### config.mk
export PLATFORM = sky130hd
export DESIGN_NAME = cfg_id_csr
export DESIGN_NICKNAME = d
export VERILOG_FILES = /design/src/hw/cfg_id_csr.v /design/src/hw/w1c_flag.v
export VERILOG_INCLUDE_DIRS = /design/src /design/src/hw
export SDC_FILE = /design/constraint.sdc
export NUM_CORES = 1
export LEC_CHECK = 0
export BUFFER_PORTS_ARGS = -buffer_cell sky130_fd_sc_hd__buf_2
export CAP_MARGIN = 15
export CORE_ASPECT_RATIO = 1.75
export CORE_MARGIN = 1
export CORE_UTILIZATION = 42
export CTS_CLUSTER_SIZE = 25
export DETAILED_ROUTE_END_ITERATION = 10
export PLACE_DENSITY_LB_ADDON = 0.05
export SLEW_MARGIN = 20
export SYNTH_ARGS = -nofsm -noshare
export SYNTH_HDL_FRONTEND = slang
export SYNTH_SLANG_ARGS = --single-unit
### constraint.sdc
create_clock -name mclk -period 3.48 [get_ports mclk]
set_input_delay 0.348 -clock mclk [delete_from_list [all_inputs] [get_ports mclk]]
set_output_delay 0.348 -clock mclk [all_outputs]
set_load 0.005 [all_outputs]
### src/hw/cfg_id_csr_regs.vh
// Offsets, bit positions and reset values of the identity and command/status words
`ifndef CFG_ID_CSR_REGS_VH
`define CFG_ID_CSR_REGS_VH

// ----------------------------------------
// Offsets
// ----------------------------------------
`define OFF_IDENTITY 12'h000
`define OFF_CMD_STATUS 12'h004

// ----------------------------------------
// Identity (arbitrary values)
// ----------------------------------------
`define VENDOR_ID_RST 16'h5a5a
`define DEVICE_ID_RST 16'h0000

// ----------------------------------------
// Command/status bit positions
// ----------------------------------------
`define B_IOS 0
`define B_MS 1
`define B_BM 2
`define B_SC 3
`define B_MWI 4
`define B_PAL 5
`define B_PARITY_RESPONSE_ENABLE 6
`define B_WAIT 7
`define B_SYSTEM_ERROR_ENABLE 8
`define B_MFBB 9
`define B_TFBB 23
`define B_DPD 24
`define B_SEL_LO 25
`define B_SEL_HI 26
`define B_STA 27
`define B_RTA 28
`define B_RMA 29
`define B_SSERR 30
`define B_DPE 31

// ----------------------------------------
// Constant fields and strap pattern
// ----------------------------------------
`define SEL_TIMING_MEDIUM 2'h1
`define TGT_STRAP_PATTERN 2'h2

`endif

### src/hw/cfg_id_csr.v
// Configuration identity word and command/status word with enables and error flags
`timescale 1ns/1ps
// What this block does
// Identity word: 16-bit vendor and device codes, read-only, fixed.
// Detected parity flag sets on master data or target address/data parity error.
// System error flag sets when target drives system error; needs enable bit.
// Received master abort flag sets when own master transaction master-aborts.
// Received target abort flag sets when target aborts own master transaction.
// Signalled target abort flag sets when own target ends with target-abort.
// Select timing field reads medium speed encoding constantly.
// With parity response on, master parity flag sets on master-side parity error report.
// Fast back-to-back capability and enable read zero; never used.
// Address parity reported on system error only if both enables set; reset zero.
// Parity response bit gates data parity error report; parity generation unaffected.
// Wait, palette snoop, write-invalidate and special-cycle bits read zero.
// Bus master enable loads address line 14 at power-on; gates slave images.
// Clearing master enable drains posted FIFO but blocks new FIFO data.
// Memory and I/O target enables load one when lines 13:12 are 10.
// Addresses with parity errors refused only when both enables are one.
// Error flags clear by writing one; writing zero keeps them; reset zero.
// Reserved bits read zero; software writes zero there.
// Register bytes are ordered little-endian.
// Config reads at both offsets, writes only at the command/status offset; byte enables select written bytes.
`include "cfg_id_csr_regs.vh"
module cfg_id_csr (
	mclk,
	rst_n,
	pwr_rst_n,
	vme_addr_strap,
	cfg_req,
	cfg_write,
	cfg_offset,
	cfg_byte_en,
	cfg_wdata,
	cfg_rdata,
	cfg_ack,
	mst_data_parity_err,
	tgt_addr_parity_err,
	tgt_data_parity_err,
	mst_perr_driven,
	tgt_perr_seen,
	mst_master_abort,
	mst_target_abort,
	tgt_target_abort,
	serr_drive,
	perr_drive_allow,
	addr_parity_refuse,
	bus_master_enable,
	target_memory_enable,
	target_io_enable,
	vme_slave_accept,
	fifo_accept_enable,
	fast_back_to_back_allow
);
	input wire mclk;
	input wire rst_n;
	input wire pwr_rst_n;
	input wire [2:0] vme_addr_strap;
	input wire cfg_req;
	input wire cfg_write;
	input wire [11:0] cfg_offset;
	input wire [3:0] cfg_byte_en;
	input wire [31:0] cfg_wdata;
	output reg [31:0] cfg_rdata;
	output reg cfg_ack;
	input wire mst_data_parity_err;
	input wire tgt_addr_parity_err;
	input wire tgt_data_parity_err;
	input wire mst_perr_driven;
	input wire tgt_perr_seen;
	input wire mst_master_abort;
	input wire mst_target_abort;
	input wire tgt_target_abort;
	output wire serr_drive;
	output wire perr_drive_allow;
	output wire addr_parity_refuse;
	output wire bus_master_enable;
	output wire target_memory_enable;
	output wire target_io_enable;
	output wire vme_slave_accept;
	output wire fifo_accept_enable;
	output wire fast_back_to_back_allow;

	// ----------------------------------------
	// Strap synchroniser
	// ----------------------------------------
	reg [2:0] strap_meta_q;
	reg [2:0] strap_sync_q;
	reg strap_load_q;

	always @(posedge mclk) begin
		strap_meta_q <= vme_addr_strap;
		strap_sync_q <= strap_meta_q;
	end

	// Latch strap on the first cycle after power-on or general reset release
	// A write to the master or target enables taken in that cycle is overridden by the strap load
	always @(posedge mclk) begin
		if (!rst_n || !pwr_rst_n) begin
			strap_load_q <= 1'b1;
		end else begin
			strap_load_q <= 1'b0;
		end
	end

	// Target enables come up only for the one strap pattern
	function tgt_strap_match;
		input [1:0] strap;
		begin
			tgt_strap_match = (strap == `TGT_STRAP_PATTERN);
		end
	endfunction

	// ----------------------------------------
	// Access decode
	// ----------------------------------------
	function is_csr;
		input [11:0] off;
		begin
			is_csr = (off == `OFF_CMD_STATUS);
		end
	endfunction

	wire wr_csr;
	wire [3:0] wr_lane;
	wire [31:0] wmask;
	wire [31:0] w1c;

	assign wr_csr = cfg_req && cfg_write && is_csr(cfg_offset);
	assign wr_lane = wr_csr ? cfg_byte_en : 4'h0;

	// Little-endian lanes: byte enable k covers bits 8k+7..8k
	genvar g;
	generate
		for (g = 0; g < 4; g = g + 1) begin : lane
			assign wmask[8*g+7:8*g] = {8{wr_lane[g]}};
		end
	endgenerate

	// Clears act only where a one lands on an enabled lane
	assign w1c = cfg_wdata & wmask;

	// ----------------------------------------
	// Writable command bits
	// ----------------------------------------
	reg parity_response_enable_q;
	reg system_error_enable_q;
	reg bus_master_enable_q;
	reg target_memory_enable_q;
	reg target_io_enable_q;

	always @(posedge mclk) begin
		if (!rst_n || !pwr_rst_n) begin
			parity_response_enable_q <= 1'b0;
			system_error_enable_q <= 1'b0;
		end else begin
			if (wmask[`B_PARITY_RESPONSE_ENABLE]) begin
				parity_response_enable_q <= cfg_wdata[`B_PARITY_RESPONSE_ENABLE];
			end
			if (wmask[`B_SYSTEM_ERROR_ENABLE]) begin
				system_error_enable_q <= cfg_wdata[`B_SYSTEM_ERROR_ENABLE];
			end
		end
	end

	always @(posedge mclk) begin
		if (!rst_n || !pwr_rst_n) begin
			bus_master_enable_q <= 1'b0;
			target_memory_enable_q <= 1'b0;
			target_io_enable_q <= 1'b0;
		end else if (strap_load_q) begin
			bus_master_enable_q <= strap_sync_q[2];
			target_memory_enable_q <= tgt_strap_match(strap_sync_q[1:0]);
			target_io_enable_q <= tgt_strap_match(strap_sync_q[1:0]);
		end else begin
			if (wmask[`B_BM]) begin
				bus_master_enable_q <= cfg_wdata[`B_BM];
			end
			if (wmask[`B_MS]) begin
				target_memory_enable_q <= cfg_wdata[`B_MS];
			end
			if (wmask[`B_IOS]) begin
				target_io_enable_q <= cfg_wdata[`B_IOS];
			end
		end
	end

	// ----------------------------------------
	// Error reporting gates
	// ----------------------------------------
	// System error needs both enables; parity response alone only allows PERR_
	wire both_en;
	assign both_en = parity_response_enable_q && system_error_enable_q;
	assign serr_drive = tgt_addr_parity_err && both_en;
	assign addr_parity_refuse = tgt_addr_parity_err && both_en;
	assign perr_drive_allow = parity_response_enable_q;
	assign fast_back_to_back_allow = 1'b0;

	// ----------------------------------------
	// Enables presented to the bridge
	// ----------------------------------------
	assign bus_master_enable = bus_master_enable_q;
	assign target_memory_enable = target_memory_enable_q;
	assign target_io_enable = target_io_enable_q;
	assign vme_slave_accept = bus_master_enable_q;
	// Posted FIFO keeps draining; only new entries are blocked
	assign fifo_accept_enable = bus_master_enable_q;

	// ----------------------------------------
	// Sticky error flags
	// ----------------------------------------
	wire [5:0] flag_set;
	wire [5:0] flag_clr;
	wire [5:0] flag_q;

	assign flag_set[0] = mst_data_parity_err || tgt_addr_parity_err
		|| tgt_data_parity_err;
	assign flag_set[1] = serr_drive;
	assign flag_set[2] = mst_master_abort;
	assign flag_set[3] = mst_target_abort;
	assign flag_set[4] = tgt_target_abort;
	assign flag_set[5] = parity_response_enable_q
		&& (mst_perr_driven || tgt_perr_seen);

	assign flag_clr[0] = w1c[`B_DPE];
	assign flag_clr[1] = w1c[`B_SSERR];
	assign flag_clr[2] = w1c[`B_RMA];
	assign flag_clr[3] = w1c[`B_RTA];
	assign flag_clr[4] = w1c[`B_STA];
	assign flag_clr[5] = w1c[`B_DPD];

	// Either reset clears every flag
	generate
		for (g = 0; g < 6; g = g + 1) begin : flags
			w1c_flag u_flag (
				.mclk(mclk),
				.rst_n(rst_n && pwr_rst_n),
				.set_pulse(flag_set[g]),
				.clr_pulse(flag_clr[g]),
				.flag_q(flag_q[g])
			);
		end
	endgenerate

	wire detected_parity_error_flag;
	wire signalled_system_error_flag;
	wire received_master_abort_flag;
	wire received_target_abort_flag;
	wire signalled_target_abort_flag;
	wire master_data_parity_flag;

	assign detected_parity_error_flag = flag_q[0];
	assign signalled_system_error_flag = flag_q[1];
	assign received_master_abort_flag = flag_q[2];
	assign received_target_abort_flag = flag_q[3];
	assign signalled_target_abort_flag = flag_q[4];
	assign master_data_parity_flag = flag_q[5];

	// ----------------------------------------
	// Identity word and fixed fields
	// ----------------------------------------
	wire [31:0] identity_word;
	wire [1:0] select_timing_field;

	assign identity_word = {`DEVICE_ID_RST, `VENDOR_ID_RST};
	assign select_timing_field = `SEL_TIMING_MEDIUM;

	// ----------------------------------------
	// Read data
	// ----------------------------------------
	reg [31:0] csr_word;
	always @* begin
		csr_word = 32'h00000000;
		csr_word[`B_IOS] = target_io_enable_q;
		csr_word[`B_MS] = target_memory_enable_q;
		csr_word[`B_BM] = bus_master_enable_q;
		csr_word[`B_PARITY_RESPONSE_ENABLE] = parity_response_enable_q;
		csr_word[`B_SYSTEM_ERROR_ENABLE] = system_error_enable_q;
		csr_word[`B_SEL_HI:`B_SEL_LO] = select_timing_field;
		csr_word[`B_DPE] = detected_parity_error_flag;
		csr_word[`B_SSERR] = signalled_system_error_flag;
		csr_word[`B_RMA] = received_master_abort_flag;
		csr_word[`B_RTA] = received_target_abort_flag;
		csr_word[`B_STA] = signalled_target_abort_flag;
		csr_word[`B_DPD] = master_data_parity_flag;
	end

	// Read data holds until the next read
	always @(posedge mclk) begin
		if (!rst_n || !pwr_rst_n) begin
			cfg_rdata <= 32'h00000000;
			cfg_ack <= 1'b0;
		end else begin
			cfg_ack <= cfg_req;
			if (cfg_req && !cfg_write) begin
				if (cfg_offset == `OFF_IDENTITY) begin
					cfg_rdata <= identity_word;
				end else if (is_csr(cfg_offset)) begin
					cfg_rdata <= csr_word;
				end else begin
					cfg_rdata <= 32'h00000000;
				end
			end
		end
	end
endmodule

### src/hw/w1c_flag.v
// One sticky error flag, set by hardware, cleared by writing one
`timescale 1ns/1ps
module w1c_flag (
	mclk,
	rst_n,
	set_pulse,
	clr_pulse,
	flag_q
);
	input wire mclk;
	input wire rst_n;
	input wire set_pulse;
	input wire clr_pulse;
	output reg flag_q;

	// Set wins over a clear in the same cycle
	always @(posedge mclk) begin
		if (!rst_n) begin
			flag_q <= 1'b0;
		end else if (set_pulse) begin
			flag_q <= 1'b1;
		end else if (clr_pulse) begin
			flag_q <= 1'b0;
		end
	end
endmodule

* Word-level counts from Yosys, hierarchy flattened
Cells that the tools add are included.
** Storage, ports and cells
- Input port bits :: 64
- Output and inout port bits :: 42
- Flip-flop bits (word level) :: 51
** Operators by class
- Eq/ne operators :: 2
- Bitwise logic cells :: 1
- Reduce and logical (&&, ||, !) cells :: 22
- Muxes and demuxes :: 22
** Operators by type and width (count)
- 32-bit 2-to-1 mux :: 2
- 32-bit AND :: 1
- 1-bit 2-to-1 mux :: 19
- 2-bit nonzero test :: 7
- 12-bit by 3-bit == test with 1-bit output, second input constant :: 1
- 12-bit logical NOT :: 1
- 1-bit logical AND :: 7
- 1-bit logical OR :: 4
- 4-bit 2-to-1 mux :: 1
- 1-bit logical NOT :: 3
- 2-bit == test, second input constant :: 1

* Logic depth before layout (Yosys ltp)
Gate-level depths: netlist of the first run.
- Depth after elaboration :: 6
- Depth in mapped cells :: 5

* Cells and area by module
From an unflattened synthesis of the first run, not the netlist that was laid out.
** Unflattened totals
- Cell total of the unflattened synthesis :: 137
- Area total of the unflattened synthesis :: 1416.4 um2
** By module, submodules not included
- cfg_id_csr :: times used 1, area each 1168.6 um2, sequential area each 520.5 um2, cells an instance 119
- w1c_flag :: times used 6, area each 41.3 um2, sequential area each 20.0 um2, cells an instance 3

* Worst setup path before layout of the first run
Ideal clock, no wire load.
- Path kind :: input-to-reg
- Start :: in cfg_offset[7]
- End :: reg bus_master_enable_q (netlist: bus_master_enable)
- Buffers on the path :: 0
- Setup slack :: 2.058 ns
- Data required time :: 3.407 ns
- Library setup time :: 0.073 ns
- Stages :: 4
- Data arrival time :: 1.349 ns
- Cells stage by stage :: nor4_4 -> nand4_2 -> mux2_4 -> nor3_2
** Between the ends
- Word-level cells in the longest chain between the ends :: 4
** RTL lines
- from (decl) :: RTL line cfg_id_csr.v:61 : input wire [11:0] cfg_offset;
- 12-bit by 3-bit == test with 1-bit output (no source line)
- 1-bit logical AND :: RTL line cfg_id_csr.v:129 : assign wr_csr = cfg_req && cfg_write && is_csr(cfg_offset);
- 4-bit 2-to-1 mux :: RTL line cfg_id_csr.v:130 : assign wr_lane = wr_csr ? cfg_byte_en : 4'h0;
- 2-bit nonzero test (no source line)
- to (signal assigned) :: RTL line cfg_id_csr.v:172 : bus_master_enable_q <= strap_sync_q[2];
- to (signal assigned) :: RTL line cfg_id_csr.v:177 : bus_master_enable_q <= cfg_wdata[`B_BM];
- to (decl) :: RTL line cfg_id_csr.v:148 : reg bus_master_enable_q;
No other way between the ends.
A chain may end at the register's enable or synchronous reset.

* Worst setup path in the final report of the first run
- Start :: in rst_n
- End :: reg cfg_rdata[2]
** Between the ends
- Word-level cells in the longest chain between the ends :: 2
** RTL lines
- from (decl) :: RTL line cfg_id_csr.v:56 : input wire rst_n;
- 1-bit logical NOT :: RTL line cfg_id_csr.v:290 : if (!rst_n || !pwr_rst_n) begin
- 1-bit logical OR :: RTL line cfg_id_csr.v:290
- to (signal assigned) :: RTL line cfg_id_csr.v:297 : cfg_rdata <= identity_word;
- to (signal assigned) :: RTL line cfg_id_csr.v:299 : cfg_rdata <= csr_word;
- to (decl) :: RTL line cfg_id_csr.v:64 : output reg [31:0] cfg_rdata;
No other way between the ends.

==> results of run 1 <==
power groups by stage:
stage	Combinational (uW)	Clock (uW)	Sequential, uW
floorplan	36.2	0	386
global placement	55.3	0	387
detailed placement	56.3	0	387
CTS	56.6	348	379
global route	62.8	359	380
finish	56.4	337	379
worst register-to-register path: stages (launching register included):
cell and delay [ns]:
dfxtp_1 0.45, nor2_1 0.09, mux2_4 0.28, nor3_2 0.14
cell families after synthesis:
family	after synthesis	synth area share [%]
AOI/OAI and AO/OA	30	14.9
muxes	3	2.58
DFF	32	47.2
buffers and inverters	33	15.9
other	1	0.276
and+or+nand+nor	38	19.2
registers in the layout, indices dropped and copies added, names as in the netlist:
signal and count:
bus_master_enable 1, cfg_rdata 13, cfg_ack 1, target_memory_enable 1, strap_meta_q 3, perr_drive_allow 1
system_error_enable_q 1, strap_sync_q 3, strap_load_q 1, target_io_enable 1, flags.u_flag.flag_q 6
metrics by stage:
step	std cells	hold slack, ns	area, sq um
after floorplan	151	0.310	1410
after global placement	235	0.311	1610
after detailed placement	235	0.313	1610
after CTS	243	0.159	1720
after global routing	243	0.157	1720
final	243	0.172	1720
cell usage in the layout, fill, tap and decap left out:
cell / n
a211oi_1: 2
a21oi_1: 4
a22o_1: 9
a22oi_1: 1
a31oi_1: 5
and2_1: 1
and3_1: 5
and4_1: 2
buf_2: 68
bufinv_16: 1
clkbuf_1: 1
clkbuf_8: 5
clkinv_1: 1
clkinv_2: 1
conb_1: 15
dfxtp_1: 32
inv_1: 5
mux2_4: 1
mux2i_1: 2
nand2_1: 7
nand2b_1: 2
nand4_1: 2
nand4_2: 1
nor2_1: 7
nor2b_1: 3
nor3_1: 4
nor3_2: 1
nor4_4: 2
nor4b_4: 1
o21ai_0: 8
o41ai_1: 1
cell usage after synthesis, drive strengths merged:
library cell	count
a22o	9
nand4	3
buf	26
nor4b	1
a31oi	5
mux2i	2
nand2	7
o21ai	8
mux2	1
inv	5
nor2	7
a21oi	4
and3	5
o41ai	1
and2	1
clkbuf	1
clkinv	1
nor3	5
a22oi	1
a211oi	2
nor4	2
dfxtp	32
conb	1
nor2b	3
nand2b	2
and4	2
final timing paths:
| check | from | end | cells past startpoint |
|---|---|---|---|
| worst min-delay path | vme_addr_strap[0] | strap_meta_q[0] | 1 |
| worst max register to register | strap_load_q | bus_master_enable | 3 |
| worst min register to register | strap_meta_q[0] | strap_sync_q[0] | 0 |
| worst max-delay path | rst_n | cfg_rdata[2] | 5 |
layer usage:
layer	track usage (%)	vias to the layer above	share of wire, %
met3	4.94	4	6.5
met1	16.7	510	37
met5	0	-	0
met2	30.3	50	55
met4	8.18	0	1.5
li1	-	564	-
cell type report:
cell class,instances,area (sq um)
Fill cell,316,1390
Sequential cell,32,641
Multi-Input combinational cell,86,553
Timing Repair Buffer,68,340
Clock buffer,6,72.6
Tap cell,43,53.8
Clock inverter,2,35.0
Inverter,6,22.5
==> key figures, run 1 <==
Outcome
  – Status: complete, no violations

Global routing
  – Initial antenna violation count: 0
  – Overflow after GRT: 0
  – Largest net degree at the start of global routing: 12
  – First-pass GRT wire length: 4.40 mm
  – Vias in the first global route: 1049
  – All-Layer GR Usage: 17.0%

Critical path
  – Startpoint Class: input pin
  – Cells along the critical path: buf_2 -> and2_1 -> clkinv_1 -> nor2_1 -> a22o_1
  – Delay-heaviest family, CP: simple AND/OR/NAND/NOR gates
  – Arr. time, crit path: 2.04 ns
  – Crit path largest cell delay: 0.62 ns
  – CP required: 3.69 ns
  – Top fanout value on the critical path: 11
  – Slowest CP cell: nor2_1
  – Crit Path Class: input pin to register
  – Worst Path Buf+Inv: 2
  – R2R setup slack: 2.46 ns
  – CP endpoint kind: register

Flow run
  – Max-cap violation count: 0

Timing
  – Final Setup Violations: 0
  – Worst-Margin Slew: 0.686 ns
  – Worst setup margin: 1.66 ns
  – Max-slew violation count: 0
  – Final Cycle Share: 52.4%
  – Worst Clk Skew: 0.00261 ns
  – Relative slew margins: 54.1%
  – FMAX: 549 MHz
  – RSZ-0062 raised after global routing: no
  – Setup TNS: 0 ns
  – Final Hold Vio Count: 0
  – Min Tclk post-route: 1.82 ns

Synth
  – Synth area leaders: dfxtp_1 (47%), buf_4 (13%), a22o_1 (5.8%)
  – Post-synth top area share: 47.2%
  – Avg Inst Size Synth: 9.90 sq um
  – Post-Syn Instances: 137
  – Post-synthesis sequential area ratio: 47.2%
  – Distinct cell type count after synthesis: 30
  – Mapped Area: 1360 sq um
  – Ys Warns: 0
  – Yosys reg bits: 32
  – Synth area leader: dfxtp_1

Drt
  – Aggregate routed wire length: 2.78 mm
  – Drt first pass iters: 6
  – Drt wl/cell: 11.4 um
  – Via density: 4.64
  – ANT nets after route: 0
  – Iteration-0 DRC Markers: 9
  – Drt drc: 0
  – Vias: 1128

Clock tree
  – CTS sink cnt: 32
  – Root Buffer: clkbuf_8
  – Clk buf depth: 2
  – H-tree Lvls: 2
  – CTS tree: yes
  – Postcts setup bufs: 0
  – Clk Latency, worst-skew pair: 0.27 ns
  – PostCTS Resize Cnt: 0
  – CTS buffer count: 5
  – Clock-pin transition on the worst setup and hold timing paths: 0.06 ns
  – CTS Hold Bufs: 0

Place
  – Gpl congestion: 0.742
  – # port buffers: 68
  – Final HPWL DP: 2.25 mm
  – Place WS: 1.38 ns

Pwr
  – Clk pwr share: 43.6%
  – Cell Int Power: 614 uW
  – Combinational power share: 7.3%
  – Lkg Pwr: 0.000885 uW
  – VDD IR max: 0.320 mV
  – Sw frac: 20.5%
  – Sw Pwr: 159 uW
  – Pwr dens: 450 nW/um^2
  – Sequential cell fraction of total power: 49.1%
  – Pwr Total: 773 uW

Finish
  – Diode count: 0
  – Area delta synth->final: 26.7%
  – Share of cells above drive strength 1: 40.5%
  – Final #Nets: 263
  – Final core utilization: 55.3%

Floorplan
  – Die Area: 3470 sq um
  – Placeable Area: 3110 sq um
  – Total I/O pin count: 106
  – Die W: 45.0 um
  – Row cnt: 27
  – Chip height: 77.2 um
  – Initial core utilization: 43.6%

Hold path
  – HP Class: input pin to register
No activity file was read; power rests on OpenSTA's default activity.
==> run 2, diff against run 1 <==
CORE_UTILIZATION = 39   (was 42)
clock period = 1.86 ns   (was 3.48 ns; I/O delays follow)
==> key figures, run 2 (same netlist as run 1, synthesis figures left out) <==
Outcome
  – Status: complete, no violations

Clock tree
  – PostCTS Resize Cnt: 0
  – H-tree Lvls: 2
  – CTS tree: yes
  – Clock-pin transition on the worst setup and hold timing paths: 0.06 ns
  – CTS buffer count: 5
  – CTS sink cnt: 32
  – Clk buf depth: 2
  – Clk Latency, worst-skew pair: 0.27 ns
  – Root Buffer: clkbuf_8

Critical path
  – CP required: 2.07 ns
  – Crit Path Class: input pin to register
  – CP endpoint kind: register
  – Cells along the critical path: buf_2 -> nor4_4 -> and4_1 -> and3_1 -> a22o_1
  – Crit path largest cell delay: 0.40 ns
  – Arr. time, crit path: 1.56 ns
  – Slowest CP cell: and3_1
  – Startpoint Class: input pin
  – Top fanout value on the critical path: 9

Floorplan
  – Chip height: 80.0 um
  – Initial core utilization: 40.3%
  – Placeable Area: 3360 sq um
  – Row cnt: 28
  – Total I/O pin count: 106
  – Die W: 46.6 um
  – Die Area: 3730 sq um

Place
  – # port buffers: 68
  – Place WS: 0.212 ns
  – Gpl congestion: 0.776
  – Placed Cells: 239
  – Final HPWL DP: 2.34 mm

Drt
  – Via density: 4.68
  – Iteration-0 DRC Markers: 28
  – Drt drc: 0
  – Drt wl/cell: 11.5 um
  – Aggregate routed wire length: 2.85 mm
  – Drt first pass iters: 4
  – Vias: 1161
  – ANT nets after route: 0

Timing
  – Worst Clk Skew: 0.00301 ns
  – Final Cycle Share: 72.4%
  – Relative slew margins: 55.0%
  – FMAX: 743 MHz
  – Min Tclk post-route: 1.35 ns
  – Final Hold Vio Count: 0
  – Worst setup margin: 0.513 ns
  – Max-slew violation count: 0
  – Setup TNS: 0 ns
  – Final Setup Violations: 0
  – Worst-Margin Slew: 0.672 ns
  – RSZ-0062 raised after global routing: no

Finish
  – Share of cells above drive strength 1: 40.9%
  – Number of flip-flops in the largest register: 13
  – Area delta synth->final: 28.7%
  – Final #Nets: 266
  – Diode count: 0
  – Largest reg by FF count: cfg_rdata
  – Post-Layout Cell Count: 248
  – Commonest non-fill, non-tap cell in the layout: buf_2
  – Commonest cells after routing, fill and taps aside: buf_2 (68), dfxtp_1 (32), conb_1 (15)
  – Final core utilization: 51.9%
  – Biggest regs: cfg_rdata (13), flags.u_flag.flag_q (6)

Pwr
  – Clk pwr share: 43.5%
  – Sw frac: 20.6%
  – VDD IR max: 0.508 mV
  – Lkg Pwr: 0.000898 uW
  – Sw Pwr: 299 uW
  – Combinational power share: 7.6%
  – Cell Int Power: 1150 uW
  – Pwr dens: 832 nW/um^2
  – Sequential cell fraction of total power: 48.9%

Global routing
  – All-Layer GR Usage: 16.9%
  – Vias in the first global route: 1028
  – Overflow after GRT: 0
  – Largest net degree at the start of global routing: 11
  – Initial antenna violation count: 0
  – First-pass GRT wire length: 4.51 mm

Flow run
  – Max-cap violation count: 0

Hold path
  – HP Class: input pin to register
==> run 2: power by group through the flow <==
stage	combinational (uW)	sequential [uW]	clock [uW]
after floorplan	67.8	722	0
after global routing	125	711	683
after CTS	111	710	653
after detailed placement	109	725	0
final	111	710	631
after global placement	107	724	0
==> run 2: worst paths after layout <==
path | startpoint | endpoint | slack [ns] | depth (start not counted)
worst max-delay path | cfg_offset[7] | cfg_rdata[30] | 0.51 | 5
worst min-delay path | vme_addr_strap[1] | strap_meta_q[1] | 0.01 | 1
worst max register to register | strap_load_q | bus_master_enable | 0.85 | 3
worst min register to register | strap_meta_q[0] | strap_sync_q[0] | 0.33 | 0
==> run 2: repair_timing <==
action,CTS,global route
endpoints found under the hold margin,1,0
setup buffers,0,0
setup endpoints to repair,0,0
hold buffers,1,0
==> run 2: area by class of cell <==
cell class                      instances  area, sq um
Clock buffer                            6         72.6
Fill cell                             364         1620
Inverter                                6         22.5
Timing Repair Buffer                   71          365
Clock inverter                          2         35.0
Multi-Input combinational cell         86          553
Tap cell                               45         56.3
Sequential cell                        32          641
==> run 2: critical path: cells and delay by family <==
kind	cells	cell delay, ns
simple gates	3	1.06
compound gates	1	0.19
buf+inv	1	0.11
==> run 2: stage by stage <==
step / area [sq um] / total power [uW] / hold slack, ns
4_1_cts: 1750 / 1470 / 0.000129
3_3_place_gp: 1630 / 832 / 0.288
3_5_place_dp: 1630 / 834 / 0.290
5_1_grt: 1750 / 1520 / 0.0000930
6_report: 1750 / 1450 / 0.0128
2_1_floorplan: 1410 / 790 / 0.214
==> run 2: metal layers <==
layer | vias to the layer above | global-route usage, % | wire [um]
li1 | 573 | - | -
met1 | 536 | 17.2 | 1040
met2 | 48 | 30.1 | 1590
met3 | 4 | 4.30 | 181
met4 | 0 | 7.06 | 37
met5 | - | 0 | 0
==> run 3, diff against run 2 <==
CORE_UTILIZATION = 35   (was 39)
clock period = 1.21 ns   (was 1.86 ns; I/O delays follow)
==> key figures, run 3 (same netlist as run 1, synthesis figures left out) <==
Finish
  – Number of flip-flops in the largest register: 13
  – Commonest cells after routing, fill and taps aside: buf_2 (68), dfxtp_1 (31), conb_1 (15)
  – Post-Layout Cell Count: 260
  – Share of cells above drive strength 1: 43.9%
  – Commonest non-fill, non-tap cell in the layout: buf_2
  – Largest reg by FF count: cfg_rdata
  – Area delta synth->final: 35.7%
  – Biggest regs: cfg_rdata (13), flags.u_flag.flag_q (6)
  – Diode count: 0
  – Final #Nets: 277
  – Final core utilization: 50.2%

Clock tree
  – CTS buffer count: 5
  – CTS sink cnt: 32
  – H-tree Lvls: 2
  – CTS tree: yes
  – Clk Latency, worst-skew pair: 0.27 ns
  – Clk buf depth: 2
  – Clock-pin transition on the worst setup and hold timing paths: 0.07 ns
  – Root Buffer: clkbuf_8

Place
  – Placed Cells: 249
  – Gpl congestion: 0.759
  – Place WS: -0.188 ns
  – # port buffers: 68
  – Final HPWL DP: 2.45 mm

Pwr
  – Pwr Total: 2260 uW
  – VDD IR max: 1.09 mV
  – Pwr dens: 1230 nW/um^2
  – Lkg Pwr: 0.000951 uW

Global routing
  – Largest net degree at the start of global routing: 11
  – Initial antenna violation count: 0
  – All-Layer GR Usage: 16.3%
  – First-pass GRT wire length: 5.15 mm
  – Overflow after GRT: 0
  – Vias in the first global route: 1169

Drt
  – Drt first pass iters: 4
  – Iteration-0 DRC Markers: 29
  – Via density: 4.55
  – ANT nets after route: 0
  – Drt wl/cell: 11.8 um
  – Vias: 1184
  – Drt drc: 0
  – Aggregate routed wire length: 3.07 mm

Floorplan
  – Total I/O pin count: 106
  – Die W: 49.1 um
  – Row cnt: 29
  – Placeable Area: 3660 sq um
  – Initial core utilization: 37.0%
  – Die Area: 4140 sq um
  – Chip height: 84.4 um

Hold path
  – Hold Path Depth: 2
  – HP Class: input pin to register
  – Hold Path End: flags[5].u_flag.flag_q
  – Worst Min Path Start: cfg_wdata[24]

Timing
  – Final Hold Vio Count: 0
  – Relative slew margins: 53.8%
  – Max-slew violation count: 0
  – Worst setup margin: 0.0967 ns
  – Min Tclk post-route: 1.11 ns
  – FMAX: 898 MHz
  – Final Cycle Share: 92.0%
  – Worst Clk Skew: 0.00376 ns
  – Final Setup Violations: 0
  – RSZ-0062 raised after global routing: no
  – Setup TNS: 0 ns
  – Worst-Margin Slew: 0.690 ns

Critical path
  – Startpoint Class: input pin
  – Worst r2r src: strap_load_q
  – Arr. time, crit path: 1.27 ns
  – Crit Path Class: input pin to register
  – Top fanout value on the critical path: 6
  – R2R setup slack: 0.22 ns
  – CP required: 1.36 ns
  – Worst reg2reg path endpoint: bus_master_enable
  – CP endpoint kind: register
  – Cells on worst reg2reg path: 3

Outcome
  – Status: complete, no violations

Flow run
  – Max-cap violation count: 0
## run 3: where the power goes
part / internal, uW / total (uW) / switching [uW] / leakage (uW)
combinational: 98.0 / 189 / 90.8 / 0.000634
sequential: 1080 / 1090 / 12.9 / 0.000262
clock: 610 / 982 / 372 / 0.0000552
total: 1790 / 2260 / 476 / 0.000951
## run 3: final cells by class
type                       instances  area, sq um
clock buffer                       6         72.6
clock inverter                     2         35.0
fill                             382         1820
inverter                           6         22.5
multi-input combinational         86          558
sequential                        32          642
tap                               46         57.6
timing repair buffer              82          453
## run 3: per-stage QoR
stage	hold slack [ns]	area, sq um
2_1_floorplan	0.149	1410
3_3_place_gp	0.223	1700
3_5_place_dp	0.225	1700
4_1_cts	0.0107	1840
5_1_grt	0.0199	1840
6_report	0.0271	1840
## run 3: worst max-delay path by stage
stage                              to  depth (start not counted)  slack, ns             start
5_1_grt                    serr_drive                          2       0.03  perr_drive_allow
3_3_place_gp             cfg_rdata[8]                          6      -0.15     cfg_offset[3]
2_1_floorplan       bus_master_enable                          4       0.01     cfg_offset[7]
6_report       flags[5].u_flag.flag_q                          5        0.1     cfg_offset[3]
3_5_place_dp   flags[5].u_flag.flag_q                          5      -0.19     cfg_offset[3]
4_1_cts                    serr_drive                          2       0.06  perr_drive_allow
## run 3: routing by layer
layer	track usage (%)	vias up	wire length, um
li1	-	596	-
met1	17.2	541	1190
met2	29.2	45	1700
met3	4.71	2	155
met4	7.75	0	23
met5	0	-	0
## run 3: worst max-delay path, stage by stage
cell and delay, ns:
buf_2 0.11, nor4_4 0.35, and3_1 0.22, and4_1 0.34, a31oi_1 0.12
## run 3: repair_timing
item	CTS	global route
setup endpoints to repair	2	2
setup buffers	0	0
gates resized for setup	1	1
hold buffers	3	0
endpoints found under the hold margin	3	0
